$ cat config.mk
export PLATFORM = sky130hd
export DESIGN_NAME = dcd_counter
export DESIGN_NICKNAME = d
export VERILOG_FILES = /design/src/inc/dcd_pkg.sv /design/src/design/dcd_bcd_chain.sv /design/src/design/dcd_counter.sv
export VERILOG_INCLUDE_DIRS = /design/src /design/src/inc
export SDC_FILE = /design/constraint.sdc
export NUM_CORES = 1
export LEC_CHECK = 0
export ABC_AREA = 1
export BUFFER_PORTS_ARGS = -buffer_cell sky130_fd_sc_hd__buf_2
export CAP_MARGIN = 20
export CORE_UTILIZATION = 25
export DETAILED_ROUTE_END_ITERATION = 7
export PLACE_DENSITY = 0.5
export SYNTH_ARGS = -nofsm -noshare
export SYNTH_HDL_FRONTEND = slang
export SYNTH_SLANG_ARGS = --single-unit
$ cat constraint.sdc
create_clock -name pclk -period 4.1 [get_ports pclk]
set_clock_uncertainty 0.15 [all_clocks]
set_input_delay 0.41 -clock pclk [delete_from_list [all_inputs] [get_ports pclk]]
set_output_delay 0.41 -clock pclk [all_outputs]
set_load 0.1 [all_outputs]
$ cat src/inc/dcd_cfg.svh
`ifndef DCD_CFG_SVH
`define DCD_CFG_SVH

// Register byte offsets
`define DCD_CTRL_OFS 12'h000
`define DCD_STAT_OFS 12'h004
`define DCD_COUNT_OFS 12'h008
`define DCD_DISP_OFS 12'h00C
`define DCD_TIME_OFS 12'h010

// Control fields
`define DCD_CTRL_FUNC_BIT 0
`define DCD_CTRL_HOLD_BIT 1
`define DCD_CTRL_AUTO_BIT 2
`define DCD_CTRL_GATE_LSB 4
`define DCD_CTRL_RESET 32'h0000_0004

// Status fields
`define DCD_STAT_OVF_BIT 0
`define DCD_STAT_GATE_LSB 4

// Gate settings and time base
`define DCD_GATE_SHORT 2'h0
`define DCD_GATE_LONG 2'h3
`define DCD_GATE_AUTO_MAX 2'h2
`define DCD_BASE_MS 10
`define DCD_CLK_KHZ 40000
`define DCD_BASE_CYC (`DCD_BASE_MS * `DCD_CLK_KHZ)

// Display patterns
`define DCD_SEG_EIGHT 7'h7F
`define DCD_BLANK_BCD 4'hF

`endif

$ cat src/inc/dcd_pkg.sv
package dcd_pkg;
  typedef logic [3:0] dcd_digit_t;
  typedef dcd_digit_t [5:0] dcd_count_t;
  typedef struct packed {
    logic ovf;
    logic [5:0] dp;
    dcd_count_t digits;
  } dcd_disp_t;
  typedef enum logic [2:0] {
    DCD_IDLE = 3'b001,
    DCD_GATE = 3'b010,
    DCD_STORE = 3'b100
  } dcd_state_t;
endpackage

$ cat src/design/dcd_bcd_chain.sv
`timescale 1ns/100ps
`include "dcd_cfg.svh"
module dcd_bcd_chain
  import dcd_pkg::*;
(
  input wire logic pclk,
  input wire logic presetn,
  input wire logic clr,
  input wire logic inc,
  output dcd_count_t count,
  output logic carry_out
);
  dcd_count_t next_count;
  logic c;

  // Decimal step with carry through six digits
  always_comb begin
    next_count = count;
    c = inc;
    for (int i = 0; i < 6; i++) begin
      if (c) begin
        if (count[i] == 4'h9) begin
          next_count[i] = 4'h0;
        end else begin
          next_count[i] = count[i] + 4'h1;
          c = 1'b0;
        end
      end
    end
    if (clr) begin
      next_count = '0;
    end
  end

  assign carry_out = c & ~clr;

  always_ff @(posedge pclk or negedge presetn) begin
    if (!presetn) begin
      count <= '0;
    end else begin
      count <= next_count;
    end
  end
endmodule

$ cat src/design/dcd_counter.sv
// Local design decisions: the address map and register access over APB.
`timescale 1ns/100ps
`include "dcd_cfg.svh"
// Functional notes
// - Accumulate mode counts events decimally with carry
// - Carry out of top digit lights overflow
// - Hold freezes display, counting continues
// - Run shows newest value, counting unbroken
// - Shortest gate gives one fractional kHz digit
// - Each longer gate adds one digit
// - Longest gate at 200 kHz overflows
// - Auto range settles without overflow
// - Reset shows all eights and decimal points
// - Auto overflow restarts at shortest gate
// - Overflow lamp on seventh slot segments
module dcd_counter
  import dcd_pkg::*;
#(
  parameter int unsigned BASE_CYC = `DCD_BASE_CYC
)(
  input wire logic pclk,
  input wire logic presetn,
  input wire logic psel,
  input wire logic penable,
  input wire logic pwrite,
  input wire logic [11:0] paddr,
  input wire logic [31:0] pwdata,
  output logic [31:0] prdata,
  output logic pready,
  output logic pslverr,
  input wire logic event_in,
  output dcd_disp_t disp,
  output logic [7:0] digit_slot,
  output logic [6:0] seg,
  output logic overflow_lamp
);

  ////////////////////////////////////////////////////////////////
  logic [31:0] ctrl, next_ctrl;
  logic wr_en, rd_en, addr_ok;
  logic [31:0] next_prdata;
  logic func_freq, hold, auto_mode;
  logic [1:0] man_gate;

  assign wr_en = psel & penable & pwrite;
  assign rd_en = psel & ~penable & ~pwrite;
  assign pready = 1'b1;
  assign addr_ok = paddr == `DCD_CTRL_OFS || paddr == `DCD_STAT_OFS ||
    paddr == `DCD_COUNT_OFS || paddr == `DCD_DISP_OFS ||
    paddr == `DCD_TIME_OFS;
  assign pslverr = psel & penable & ~addr_ok;
  assign func_freq = ctrl[`DCD_CTRL_FUNC_BIT];
  assign hold = ctrl[`DCD_CTRL_HOLD_BIT];
  assign auto_mode = ctrl[`DCD_CTRL_AUTO_BIT];
  assign man_gate = ctrl[`DCD_CTRL_GATE_LSB +: 2];

  always_comb begin
    next_ctrl = ctrl;
    if (wr_en && paddr == `DCD_CTRL_OFS) begin
      next_ctrl = pwdata & 32'h0000_0037;
    end
  end

  ////////////////////////////////////////////////////////////////
  logic ev_d, ev_rise;
  logic [1:0] gate_sel, next_gate_sel;
  logic [31:0] tcnt, next_tcnt;
  logic [10:0] dec_cnt, next_dec_cnt;
  dcd_state_t state, next_state;
  dcd_count_t count;
  logic carry, ovf, next_ovf, clr_count, meas_ovf, next_meas_ovf;
  dcd_disp_t next_disp;
  logic gate_end;

  function automatic logic [10:0] gate_decades(input logic [1:0] g);
    case (g)
      2'h0: gate_decades = 11'h001;
      2'h1: gate_decades = 11'h00A;
      2'h2: gate_decades = 11'h064;
      default: gate_decades = 11'h3E8;
    endcase
  endfunction

  // Decimal point sits further left per longer gate
  function automatic logic [5:0] dp_for(input logic [1:0] g);
    dp_for = 6'h02 << g;
  endfunction

  assign ev_rise = event_in & ~ev_d;
  assign gate_end = func_freq && tcnt == BASE_CYC - 1 &&
    dec_cnt == gate_decades(gate_sel) - 11'h001;
  assign clr_count = func_freq && state == DCD_STORE;

  dcd_bcd_chain u_chain (
    .pclk(pclk),
    .presetn(presetn),
    .clr(clr_count),
    .inc(ev_rise),
    .count(count),
    .carry_out(carry)
  );

  always_comb begin
    next_state = state;
    next_tcnt = tcnt;
    next_dec_cnt = dec_cnt;
    next_gate_sel = auto_mode ? gate_sel : man_gate;
    // Entering auto from the longest manual gate must not park there
    if (auto_mode && gate_sel > `DCD_GATE_AUTO_MAX) begin
      next_gate_sel = `DCD_GATE_AUTO_MAX;
    end
    next_ovf = ovf;
    next_meas_ovf = meas_ovf;
    next_disp = disp;
    if (carry) begin
      next_ovf = 1'b1;
      next_meas_ovf = 1'b1;
    end
    case (state)
      DCD_IDLE: begin
        next_tcnt = '0;
        next_dec_cnt = '0;
        next_state = func_freq ? DCD_GATE : DCD_IDLE;
        if (!func_freq && !hold) begin
          next_disp.digits = count;
          next_disp.dp = 6'h01;
          next_disp.ovf = ovf | carry;
        end
      end
      DCD_GATE: begin
        if (!func_freq) begin
          next_state = DCD_IDLE;
        end else if (gate_end) begin
          next_state = DCD_STORE;
        end else if (tcnt == BASE_CYC - 1) begin
          next_tcnt = '0;
          next_dec_cnt = dec_cnt + 11'h001;
        end else begin
          next_tcnt = tcnt + 32'h1;
        end
      end
      DCD_STORE: begin
        next_state = DCD_GATE;
        next_tcnt = '0;
        next_dec_cnt = '0;
        next_meas_ovf = 1'b0;
        next_ovf = 1'b0;
        if (!hold) begin
          next_disp.digits = count;
          next_disp.dp = dp_for(gate_sel);
          next_disp.ovf = meas_ovf;
        end
        if (auto_mode) begin
          if (meas_ovf) begin
            next_gate_sel = `DCD_GATE_SHORT;
          end else if (gate_sel < `DCD_GATE_AUTO_MAX &&
                       count[5] == 4'h0) begin
            next_gate_sel = gate_sel + 2'h1;
          end
        end
      end
      default: next_state = DCD_IDLE;
    endcase
  end

  ////////////////////////////////////////////////////////////////
  // Digit multiplex over eight slots
  logic [2:0] slot, next_slot;
  logic [6:0] next_seg;

  function automatic logic [6:0] seg7(input logic [3:0] d);
    case (d)
      4'h0: seg7 = 7'h3F;
      4'h1: seg7 = 7'h06;
      4'h2: seg7 = 7'h5B;
      4'h3: seg7 = 7'h4F;
      4'h4: seg7 = 7'h66;
      4'h5: seg7 = 7'h6D;
      4'h6: seg7 = 7'h7D;
      4'h7: seg7 = 7'h07;
      4'h8: seg7 = 7'h7F;
      4'h9: seg7 = 7'h6F;
      default: seg7 = 7'h00;
    endcase
  endfunction

  always_comb begin
    next_slot = slot + 3'h1;
    next_seg = 7'h00;
    if (next_slot < 3'h6) begin
      next_seg = seg7(disp.digits[next_slot]);
    end else if (next_slot == 3'h6 && disp.ovf) begin
      // Segments b and f carry overflow in seventh slot
      next_seg = 7'h22;
    end
  end

  assign overflow_lamp = digit_slot[6] & (seg[1] | seg[5]);

  ////////////////////////////////////////////////////////////////
  always_comb begin
    next_prdata = '0;
    if (rd_en) begin
      case (paddr)
        `DCD_CTRL_OFS: next_prdata = ctrl;
        `DCD_STAT_OFS: next_prdata = {26'h0, gate_sel, 3'h0, disp.ovf};
        `DCD_COUNT_OFS: next_prdata = {8'h00, count};
        `DCD_DISP_OFS: next_prdata = {8'h00, disp.digits};
        `DCD_TIME_OFS: next_prdata = {21'h0, dec_cnt};
        default: next_prdata = '0;
      endcase
    end else begin
      next_prdata = prdata;
    end
  end

  always_ff @(posedge pclk or negedge presetn) begin
    if (!presetn) begin
      ctrl <= `DCD_CTRL_RESET;
      prdata <= '0;
      ev_d <= 1'b0;
      state <= DCD_IDLE;
      tcnt <= '0;
      dec_cnt <= '0;
      gate_sel <= `DCD_GATE_SHORT;
      ovf <= 1'b0;
      meas_ovf <= 1'b0;
      disp <= '{ovf: 1'b1, dp: 6'h3F, digits: {6{4'h8}}};
      slot <= 3'h0;
      digit_slot <= 8'h01;
      seg <= `DCD_SEG_EIGHT;
    end else begin
      ctrl <= next_ctrl;
      prdata <= next_prdata;
      ev_d <= event_in;
      state <= next_state;
      tcnt <= next_tcnt;
      dec_cnt <= next_dec_cnt;
      gate_sel <= next_gate_sel;
      ovf <= next_ovf;
      meas_ovf <= next_meas_ovf;
      disp <= next_disp;
      slot <= next_slot;
      digit_slot <= 8'h01 << next_slot;
      seg <= next_seg;
    end
  end

  ////////////////////////////////////////////////////////////////
  property p_ovf_on_carry;
    @(posedge pclk) disable iff (!presetn)
      carry |=> ovf;
  endproperty
  a_ovf_on_carry: assert property (p_ovf_on_carry)
    else $error("overflow not set after top carry");

  property p_hold_frozen;
    @(posedge pclk) disable iff (!presetn)
      hold && $past(hold) |-> $stable(disp.digits);
  endproperty
  a_hold_frozen: assert property (p_hold_frozen)
    else $error("display changed during hold");

  property p_run_live;
    @(posedge pclk) disable iff (!presetn)
      !func_freq && !hold && state == DCD_IDLE |=>
        disp.digits == $past(count);
  endproperty
  a_run_live: assert property (p_run_live)
    else $error("display not following count in run");

  property p_lsd_step;
    @(posedge pclk) disable iff (!presetn)
      ev_rise && !clr_count && count[0] != 4'h9 |=>
        count[0] == $past(count[0]) + 4'h1;
  endproperty
  a_lsd_step: assert property (p_lsd_step)
    else $error("least digit did not step");

  property p_lsd_wrap;
    @(posedge pclk) disable iff (!presetn)
      ev_rise && !clr_count && count[0] == 4'h9 |=> count[0] == 4'h0;
  endproperty
  a_lsd_wrap: assert property (p_lsd_wrap)
    else $error("least digit did not wrap");

  property p_lamp;
    @(posedge pclk) disable iff (!presetn)
      digit_slot[6] |-> overflow_lamp == $past(disp.ovf);
  endproperty
  a_lamp: assert property (p_lamp)
    else $error("lamp not showing overflow in seventh slot");

  property p_auto_restart;
    @(posedge pclk) disable iff (!presetn)
      auto_mode && state == DCD_STORE && meas_ovf |=>
        gate_sel == `DCD_GATE_SHORT;
  endproperty
  a_auto_restart: assert property (p_auto_restart)
    else $error("auto range did not restart");

  property p_auto_cap;
    @(posedge pclk) disable iff (!presetn)
      auto_mode && $past(auto_mode) |-> gate_sel <= `DCD_GATE_AUTO_MAX;
  endproperty
  a_auto_cap: assert property (p_auto_cap)
    else $error("auto range reached longest gate");

  property p_dp_res;
    @(posedge pclk) disable iff (!presetn)
      state == DCD_STORE && !hold |=> disp.dp == dp_for($past(gate_sel));
  endproperty
  a_dp_res: assert property (p_dp_res)
    else $error("decimal point wrong for gate");

  c_overflow: cover property (@(posedge pclk) disable iff (!presetn)
    carry);
  c_store: cover property (@(posedge pclk) disable iff (!presetn)
    state == DCD_STORE);
  c_hold: cover property (@(posedge pclk) disable iff (!presetn)
    hold && ev_rise);
endmodule

Word-level counts from Yosys, hierarchy flattened --
Memories as Yosys holds them, arrays and structs flattened. Cells that the tools add are included. Widths: inputs -> output; s select.
Operators by class: shifts and indexed selects 2, add/sub/neg operators 11, bitwise operators 15, muxes and demuxes 54, reduce and logical (&&, ||, !) cells 30, equal/unequal tests 24, order comparisons 4
Operator list (count):
- $pmux 24 s5 | 1
- $mux 32 | 3
- $pmux 32 s2 | 1
- $mux 31 | 2
- $pmux 31 s2 | 1
- $mux 4 | 13
- $mux 11 | 3
- $add 32x1->32 const B | 1
- $eq 32x19->1 const B | 1
- $pmux 10 s3 | 1
- $add 4x1->4 const B | 6
- $eq 12x4->1 const B | 2
- $eq 4x4->1 const B | 6
- $mux 24 | 1
- $pmux 11 s2 | 1
- $reduce_bool 2->1 | 9
- $mux 1 | 14
- $mux 2 | 7
- $bmux 4 s3 | 1
- $eq 12x3->1 const B | 1
- $eq 12x5->1 const B | 1
- $logic_not 12->1 | 1
- $add 11x1->11 const B | 1
- $eq 11x11->1 | 1
- other kinds (31) | 61
Storage, ports and cells: input port bits 50, memory bits (read-only) 112, flip-flop bits (word level) 160, word-level logic and storage cells 166, memories kept 1, output and inout bits 81
Memory list:
- (name not given) | words 16, width 7, rd ports 1, clocked after Yosys merged registers in 0, write ports 0, RTL line dcd_counter.sv:172 | case (d)

Logic depth before layout (Yosys ltp) --
Gate-level depths: netlist (run 1).
depth in word-level cells 12, mapped depth 14, depth with buffers taken out 14

Hierarchy --
From an unflattened synthesis (run 1), not the netlist that was laid out.
Second synthesis, totals: cell total of the unflattened synthesis 1179, area, all modules 9016.1 um^2
Modules (own cells, without submodules):
- dcd_counter | times used 1, area each 7518.5 um^2, cells each 999, sequential area each 3231.8 um^2
- dcd_bcd_chain | times used 1, area each 1497.7 um^2, cells each 180, sequential area each 600.6 um^2

Worst setup path after synthesis (run 1) --
OpenSTA, ideal clock, no wires.
path type in2out, start point input port paddr[11], end point output port pslverr, data arrival time 3196 ps, cell stages on the path 7, path slack 344 ps, path buffers 1, data required time 3540 ps, path through nor2_1 -> nand2_1 -> inv_1 -> nand2_1 -> buf_2 -> nand4_1 -> nor3_1
On the way: longest elaborated chain between the ends 7, elaborated cells on any way between the ends 11, those cells by class eq/ne: 4; bitwise: 2; reduce/logical: 5
RTL lines:
- start, declared | RTL line dcd_counter.sv:26 | input wire logic [11:0] paddr,
- $eq 12x3->1 or $logic_not 12->1 (tied branches)
- $logic_or 1x1->1 (no line) (3 in a row)
- $logic_or 1x1->1 (no line) *
- $not 1->1 * | RTL line dcd_counter.sv:51 | assign pslverr = psel & penable & ~addr_ok;
- $and 1x1->1 * | RTL line dcd_counter.sv:51
- end, declared | RTL line dcd_counter.sv:30 | output logic pslverr,
Mark *: on every way between the ends. The rest lies on a longest branch, timed or not.

Final worst setup path (run 1) --
start point input port paddr[10], end point output port pslverr
The elaborated chain is that of the path after synthesis.

==> qor.csv, run 1 <==
metric,value,unit
status,completed,
via_count,7747,
ant_nets,0,
combPwrFrac,25.2,%
p_sw_share,39.87,%
area_growth,17.59,%
dieArea,35290,µm²
drc_errors,0,
overflow,0,
p_switching,1.809,mW
synth_flop_cell,dfrtp_1,
rrSetupSlack,1410,ps
grt_max_degree,87,
routabilityCongestion,0.8911,
layout.cells.non_filler,1731,
die_h,187.9,µm
cp_data_required_time,3540,ps
cap_violations,0,
numPortBuffers,94,
syn_inst,1174,
rsz0062_at_grt,no,
slew_headroom,42.35,%
grt_pass1_vias,7355,
drive_gt1_share,14.90,%
layout_setup_ws,1329,ps
cts_tree,yes,
root_buffer,clkbuf_16,
finalHoldViolations,0,
core_area,33780,µm²
intPower,2.728,mW
yosysSeqAreaShare,44.38,%
grt_util_all_layers,14.93,%
clkLatencyLatePin,450,ps
p_seq_share,39.0,%
rows,67,
dp_slack,1287,ps
power,4.537,mW
yosys_register_bits,152,
worstPathMaxFanout,18,
ys.warnings.count,0,
synth_area,8636,µm²
max_freq,360.9,MHz
hp-class,in2reg,
p_leak,4.994,nW
pwr-share-clk,35.9,%
synth_enable_flop_cells,0,
cts_made_buffers,17,
detail_route.wl_per_cell,14.57,µm
wl,25220,µm
worst_pin_slew,864.7,ps
start_util,25.56,%
placed_area,9545,µm²
ios,131,
die_w,187.9,µm
finalSetupTns,0,ps
drt_iter0_drc,527,
antenna_found_initial,1,
final_area,10150,µm²
synth_cell_type_count,50,
maxSlewViolCount,0,
start_kind,input pin,
arrival,2210,ps
drt-vias-per-instance,4.475,
postLayoutCoreUtil,30.06,%
cp-end-kind,output pin,
fin_hold_ws,64.40,ps
cts-resized-gates,0,
clk_pin_slew,70,ps
nNetsFinal,1334,
hpwlAfterDp,18360,µm
fin_crit,2771,ps
finalSetupViolCount,0,
synth-async-reset-ratio,100.0,%
cts_max_level,4,
dp_cells,1696,
critPathKind,in2out,
period_share,67.58,%
grt_pass1_wl,41170,µm
p_per_area,446.8,nW/µm²
cts.sinks,152,
synth_area_per_cell,7.356,µm²
peakVddDrop,0.5720,mV
dr.pass1.iters,5,
clockBufferDepth,2,
-- cell families after synthesis --
kind of cell / count (synthesis) / synth area share, %
flops: 152 / 44.38
buf+inv: 190 / 9.345
mux: 1 / 0.1159
compound gates: 153 / 9.925
simple gates: 634 / 31.15
fa+ha+maj: 15 / 2.173
xor+xnor: 27 / 2.825
other cells: 2 / 0.08696
-- critical path: stages --
cell and delay (ps):
buf_2 90, nor2_1 30, nand2_1 220, nor3_2 80, buf_4 170, inv_2 320, nand4_1 250, nor3_1 180
buf_2 450
-- area by class of cell --
cell class,count,area [µm²]
Fill cell,3700,23630
Sequential cell,152,3832
Antenna cell,1,2.502
Inverter,154,580.6
Multi-Input combinational cell,839,4028
Clock inverter,12,130.1
Timing Repair Buffer,105,564.3
Tap cell,448,560.5
Clock buffer,20,456.7
-- synthesized netlist by cell type (all sizes together) (2+ instances only) --
library cell  count  area share, %
a21oi            32            1.9
a22oi             3           0.26
buf              27            2.2
clkbuf            9           0.41
conb              2          0.087
dfrtp           129             37
dfstp            23            7.0
ha               15            2.2
inv             153            6.7
nand2           363             16
nand3            67            4.0
nand4            29            2.2
nor2            124            5.6
nor3             42            2.8
nor3b             2           0.17
o211ai            8           0.70
o21a              2           0.17
o21ai            88            5.4
o22ai            15            1.1
or2               4           0.29
xnor2             5           0.51
xor2             22            2.3
-- cells in the final DEF, fill, tap and decap left out, drive strengths merged, types with 3 or more instances in the layout --
master  count
nand2     363
conb        9
dfstp      23
clkinv      5
o22ai      15
ha         15
dfrtp     129
inv       159
nand4      29
nor3       42
or2         4
o211ai      8
xor2       22
nand3      67
o21ai      88
a22oi       3
xnor2       5
nor2      124
a21oi      32
buf       103
clkbuf     20
-- flip-flops by register name (all words and copies together), names as in the netlist --
signal	count
ev_d	1
u_chain.count	24
seg	7
gate_sel	2
tcnt	32
meas_ovf	1
disp	31
ctrl	5
digit_slot	8
state	3
dec_cnt	11
prdata	24
slot	3
-- repair_timing --
item	CTS	global route
buffers inserted	0	0
hold buffers	2	0
endpoints found under the hold margin	70	0
-- power by group through the flow --
stage / registers (mW) / clock network [mW] / logic [mW]
6_report: 1.77 / 1.63 / 1.14
2_1_floorplan: 2.35 / 0 / 0.337
3_5_place_dp: 1.79 / 0 / 1.15
5_1_grt: 1.79 / 1.74 / 1.22
3_3_place_gp: 1.79 / 0 / 1.14
4_1_cts: 1.77 / 1.67 / 1.15
-- path summary, 6_finish.rpt --
check / from / end / depth (start not counted)
setup / recovery: paddr[10] / pslverr / 9
hold / removal: pwdata[1] / ctrl[1] / 3
setup reg to reg: state[1] / disp[30] / 10
hold reg to reg: disp[29] / disp[29] / 2
max in group asynchronous: presetn / seg[4] / 3
min in group asynchronous: presetn / digit_slot[3] / 2
-- routing by layer --
metal / wire (µm) / share of wire, % / global-route usage (%)
met5: 0 / 0 / 0
met4: 404 / 1.6 / 5.003
met3: 1167 / 4.6 / 3.163
met2: 11310 / 45 / 23.02
met1: 12340 / 49 / 20.62
Power figures use the tool's default switching activity.
==> inputs of run 2 (changes only) <==
ABC_AREA = 0   (was 1)
PLACE_DENSITY = 0.51   (was 0.5)
clock period = 2.7 ns   (was 4.1 ns; I/O delays follow)
==> qor.csv, run 2 <==
metric,value,unit,change
status,completed,,
regMostFlops,tcnt,,
layout.cells.non_filler,1329,,-23%
yosysSeqAreaShare,48.34,%,+4.0 points
start_util,25.65,%,+0.090 points
cap_violations,0,,unchanged
slowest_stage,or4_4,,
synth_most_common_cell,dfrtp_1,,
period_share,93.77,%,
path_cells,or4_4 -> a2111oi_4 -> a21boi_1 -> nand3_1 -> nor4_1 -> a211o_1,,
p_per_area,644.8,nW/µm²,+44%
drive_gt1_share,26.26,%,+11 points
detail_route.wl_per_cell,16.88,µm,+16%
cts_tree,yes,,
maxSlewViolCount,0,,unchanged
synth-async-reset-ratio,100.0,%,unchanged
power,6.283,mW,+38%
die_h,180.1,µm,-4.1%
grt_pass1_vias,6213,,-16%
dp_cells,1290,,-24%
drt-vias-per-instance,4.832,,+8.0%
reg2reg_depth,6,,-4
wl,22430,µm,-11%
hp-class,in2async,,
antenna_found_initial,0,,-1
yosysTopAreaCell,dfrtp_1,,
syn_inst,798,,-32%
rrSetupSlack,170,ps,-1240 ps
worst_pin_slew,829.4,ps,-35.30 ps
core_area,30910,µm²,-8.5%
reg_top3,"tcnt x32, disp x31",,
post_cts_buffers,0,,unchanged
critPathKind,reg2reg,,
largest_register_ffs,32,,unchanged
fillers,3188,,-14%
seq_area,3832,µm²,unchanged
rsz0062_at_grt,no,,
cp_data_required_time,2850,ps,-690 ps
arrival,2680,ps,+470 ps
via_count,6422,,-17%
critPathBufInv,0,,-4
dieArea,32430,µm²,-8.1%
start_kind,flop,,
reg2reg_to,dec_cnt[9],,
clockBufferDepth,2,,unchanged
finalHoldViolations,0,,unchanged
clk_pin_slew,80,ps,about the same
nNetsFinal,985,,-26%
ios,131,,unchanged
clkLatencyLatePin,430,ps,-20 ps
yosys-top-cells-count,"dfrtp_1, nand2_1, o21ai_0",,
routabilityCongestion,0.8154,,-8.5%
r2r-start,dec_cnt[6],,
overflow,0,,unchanged
final_area,9744,µm²,-4.0%
cts.sinks,152,,unchanged
yosys_register_bits,152,,unchanged
synth_cell_type_count,68,,+36%
cts_made_buffers,17,,unchanged
peakVddDrop,0.5697,mV,-0.41%
placed_area,9032,µm²,-5.4%
final_common_cell,dfrtp_1,,
grt_max_degree,56,,-36%
multi_input_area,3831,µm²,-4.9%
die_w,180.1,µm,-4.1%
finalSetupTns,0,ps,unchanged
postLayoutCoreUtil,31.53,%,+1.5 points
max_freq,395.0,MHz,
cts_max_level,4,,unchanged
cpPeakStageDelay,570,ps,+120 ps
synth_flop_cell,dfrtp_1,,
slew_headroom,44.71,%,+2.4 points
grt_pass1_wl,36200,µm,-12%
drt_iter0_drc,443,,-16%
grt_util_all_layers,14.36,%,-0.57 points
synth_area_per_cell,9.936,µm²,+35%
ant_nets,0,,unchanged
worstPathMaxFanout,7,,-11
synth_top_area_share,40.71,%,+3.3 points
drc_errors,0,,unchanged
numPortBuffers,94,,unchanged
fin_crit,2532,ps,
cp-end-kind,flop,,
cp_top_family,compound AO/OA/AOI/OAI gates,,
root_buffer,clkbuf_16,,
rows,64,,-4.5%
synth_enable_flop_cells,0,,unchanged
ys.warnings.count,0,,unchanged
synth_area,7929,µm²,-8.2%
diodes,0,,-1
final_cell_mix,"dfrtp_1, buf_2, nand2_1",,
hpwlAfterDp,16460,µm,-10%
dr.pass1.iters,5,,unchanged
area_growth,22.90,%,
synth.area.top_cells,"dfrtp_1, dfstp_2, mux2i_1",,
p_leak,4.471,nW,-10%
finalSetupViolCount,0,,unchanged
-- run 2: cell types whose count changed in the layout (fill, tap and decap cells not counted), moves of 24 or more --
| cell | change |
|---|---|
| inv_1 | -126 |
| mux2i_1 | +30 |
| mux2_2 | +24 |
| nor2_1 | -64 |
| nand3_1 | -31 |
| buf_4 | +28 |
| nand2_1 | -276 |
-- run 2: worst register-to-register path, cell delays in order (launching register included) --
cell	delay [ps]
dfrtp_1	450
or4_4	570
a2111oi_4	420
a21boi_1	200
nand3_1	250
nor4_1	80
a211o_1	280
-- run 2: area by class of cell --
cell class	count	area share (%)
tap	396	5.085
clock buffer	17	4.366
inverter	20	0.7704
multi-input combinational	588	39.32
clock inverter	15	2.054
timing repair buffer	141	9.078
sequential	152	39.33
-- run 2: how the worst max path moves through the flow --
stage,startpoint,to,slack [ps],cells after the start
finish,dec_cnt[6],dec_cnt[9],170,6
global route,tcnt[22],dec_cnt[7],10,6
CTS,slot[1],seg[6],140,9
detailed placement,slot[1],seg[6],150,9
global placement,slot[0],seg[6],190,10
floorplan,slot[0],seg[6],9,11
-- run 2: through the flow --
| stage | setup WS [ps] | hold slack (ps) |
|---|---|---|
| 3_3_place_gp | 190.2 | 21.95 |
| 6_report | 168.1 | 120.3 |
| 3_5_place_dp | 149.2 | 19.04 |
| 2_1_floorplan | 8.941 | -175.6 |
| 5_1_grt | 11.23 | 124.4 |
| 4_1_cts | 138.1 | 115.8 |
-- run 2: layer usage --
metal  track usage, %  vias to the layer above  part of all wire (%)
met3            2.688                       16                   3.2
li1                 -                     3118                     -
met4            4.274                        0                   1.4
met5                0                        -                     0
met2            22.91                      131                    48
met1            19.71                     3157                    48
-- run 2: logic make-up (layout without fill, tap and decap cells) --
| logic type | after synthesis | in the layout | share of synthesized area [%] |
|---|---|---|---|
| mux | 62 | 62 | 9.310 |
| compound gates | 188 | 188 | 14.39 |
| simple gates | 294 | 294 | 19.20 |
| buf+inv | 65 | 193 | 4.087 |
| xor+xnor | 20 | 20 | 2.209 |
| other cells | 2 | 9 | 0.09472 |
| fa+ha+maj | 15 | 15 | 2.367 |
| flops | 152 | 152 | 48.34 |
-- run 2: timing repair --
action	CTS	global route
endpoints found under the hold margin	135	0
resized for setup	0	2
hold buffers	7	0
endpoints found under the setup margin	0	2
-- run 2: power by group --
group | internal [mW] | switching, mW | leakage [nW]
combinational | 0.218 | 0.880 | 2.19
sequential | 2.43 | 0.209 | 1.98
clock | 1.42 | 1.12 | 0.302
total | 4.07 | 2.21 | 4.47
==> inputs of run 3 (changes only) <==
CORE_UTILIZATION = 45   (was 25)
CTS_BUF_LIST = sky130_fd_sc_hd__clkbuf_4 sky130_fd_sc_hd__clkbuf_8   (was default)
PLACE_DENSITY = 0.75   (was 0.51)
==> qor.csv, run 3 (synthesis results as in run 2) <==
metric,value,unit,change
antenna_found_initial,0,,unchanged
grt_util_all_layers,22.46,%,+8.1 points
p_switching,1.998,mW,-9.7%
routabilityCongestion,0.8657,,+6.2%
maxSlewViolCount,0,,unchanged
p_sw_share,35.34,%,+0.12 points
reg2reg_depth,8,,+2
fin_crit,2569,ps,+36.93 ps
largest_register_ffs,32,,unchanged
start_kind,flop,,
hpwlAfterDp,13870,µm,-16%
drc_errors,1,,+1
postLayoutCoreUtil,53.90,%,+22 points
drive_gt1_share,25.99,%,-0.27 points
slowest_stage,a21oi_1,,
cts_max_level,4,,unchanged
status,"complete, but fails checks",,
p_leak,4.368,nW,-2.3%
cp_top_family,adder cells,,
worstPathMaxFanout,5,,-2
critPathKind,reg2reg,,
reg2reg_to,seg[6],,
finalSetupViolCount,0,,unchanged
violations,DRC,,
grt_pass1_vias,6022,,-3.1%
die_h,134.7,µm,-25%
overflow,0,,unchanged
cp_data_required_time,2960,ps,+110 ps
cap_violations,0,,unchanged
cts.sinks,152,,unchanged
hp-class,in2async,,
r2r-start,slot[1],,
ant_nets,0,,unchanged
grt_max_degree,54,,-3.6%
combPwrFrac,20.0,%,+2.5 points
slew_headroom,49.01,%,+4.3 points
ios,131,,unchanged
dieArea,18150,µm²,-44%
placed_area,8776,µm²,-2.8%
dr.pass1.iters,7,,+2
finalHoldViolations,0,,unchanged
rsz0062_at_grt,no,,
clockBufferDepth,2,,unchanged
final_area,9290,µm²,-4.7%
reg_top3,"tcnt x32, disp x31",,
grt_pass1_wl,31300,µm,-14%
die_w,134.7,µm,-25%
p_seq_share,45.8,%,+3.7 points
regMostFlops,tcnt,,
via_count,6488,,+1.0%
nNetsFinal,983,,-0.20%
clk_pin_slew,90,ps,about the same
period_share,95.14,%,+1.4 points
cpPeakStageDelay,430,ps,-140 ps
drt-vias-per-instance,5.612,,+16%
cts_tree,yes,,
max_freq,389.3,MHz,-1.4%
p_per_area,608.6,nW/µm²,-5.6%
start_util,46.00,%,+20 points
root_buffer,clkbuf_8,,
drt_iter0_drc,473,,+6.8%
intPower,3.656,mW,-10%
final_common_cell,dfrtp_1,,
rrSetupSlack,130,ps,-40 ps
path_cells,inv_1 -> ha_2 -> mux4_2 -> a21oi_1 -> inv_1 -> ha_1 -> mux2_2 -> a21oi_1,,
clkLatencyLatePin,470,ps,+40 ps
diodes,0,,unchanged
numPortBuffers,94,,unchanged
finalSetupTns,0,ps,unchanged
rows,48,,-25%
peakVddDrop,0.8314,mV,+46%
worst_pin_slew,764.8,ps,-64.60 ps
final_cell_mix,"dfrtp_1, buf_2, nand2_1",,
wl,19380,µm,-14%
pwr-share-clk,34.1,%,-6.4 points
cp-end-kind,flop,,
arrival,2820,ps,+140 ps
detail_route.wl_per_cell,16.76,µm,-0.69%
cts_made_buffers,17,,unchanged
core_area,17240,µm²,-44%
critPathBufInv,2,,+2
area_growth,17.17,%,
==> run 3: worst max path at each step <==
stage	depth (start not counted)	from	endpoint
global route	9	slot[1]	seg[5]
detailed placement	9	slot[1]	seg[6]
CTS	9	slot[1]	seg[6]
global placement	9	slot[1]	seg[6]
finish	8	slot[1]	seg[6]
floorplan	11	slot[0]	seg[6]
==> run 3: power by group through the flow <==
| stage | Combinational (mW) | Clock, mW | Sequential (mW) |
|---|---|---|---|
| 2_1_floorplan | 0.273 | 0 | 3.22 |
| 3_3_place_gp | 1.12 | 0 | 2.63 |
| 3_5_place_dp | 1.13 | 0 | 2.63 |
| 4_1_cts | 1.14 | 1.96 | 2.59 |
| 5_1_grt | 1.18 | 2.04 | 2.61 |
| 6_report | 1.13 | 1.93 | 2.59 |
==> run 3: repair_timing <==
action,4_1_cts,5_1_grt
buffers inserted,0,1
hold buffers,7,0
resized for setup,0,1
hold endpoints to repair,51,0
setup endpoints to repair,0,3
==> run 3: cell type report <==
class / count / area [µm²]
clock buffer: 20 / 269.0
inverter: 20 / 75.07
fill: 1524 / 7946
timing repair buffer: 139 / 857.1
sequential: 152 / 3832
clock inverter: 12 / 165.2
multi-input combinational: 588 / 3810
tap: 225 / 281.5
==> run 3: layer usage <==
| layer | global-route usage, % | vias to the layer above | part of all wire (%) | wire length, µm |
|---|---|---|---|---|
| li1 | - | 3110 | - | - |
| met1 | 31.69 | 3162 | 48 | 9217 |
| met2 | 33.96 | 183 | 45 | 8810 |
| met3 | 4.805 | 33 | 4.8 | 937 |
| met4 | 8.302 | 0 | 2.1 | 412 |
| met5 | 0 | - | 0 | 0 |
==> run 3: through the flow <==
step                hold WS, ps  instances  setup slack, ps  power, mW
finish                    128.8       1156            131.2      5.654
CTS                       143.9       1155            117.7      5.682
detailed placement        78.07       1116            131.6      3.758
global route              162.4       1156            9.187      5.833
global placement          78.82       1116            180.9      3.748
floorplan                -175.6        805            8.941      3.495
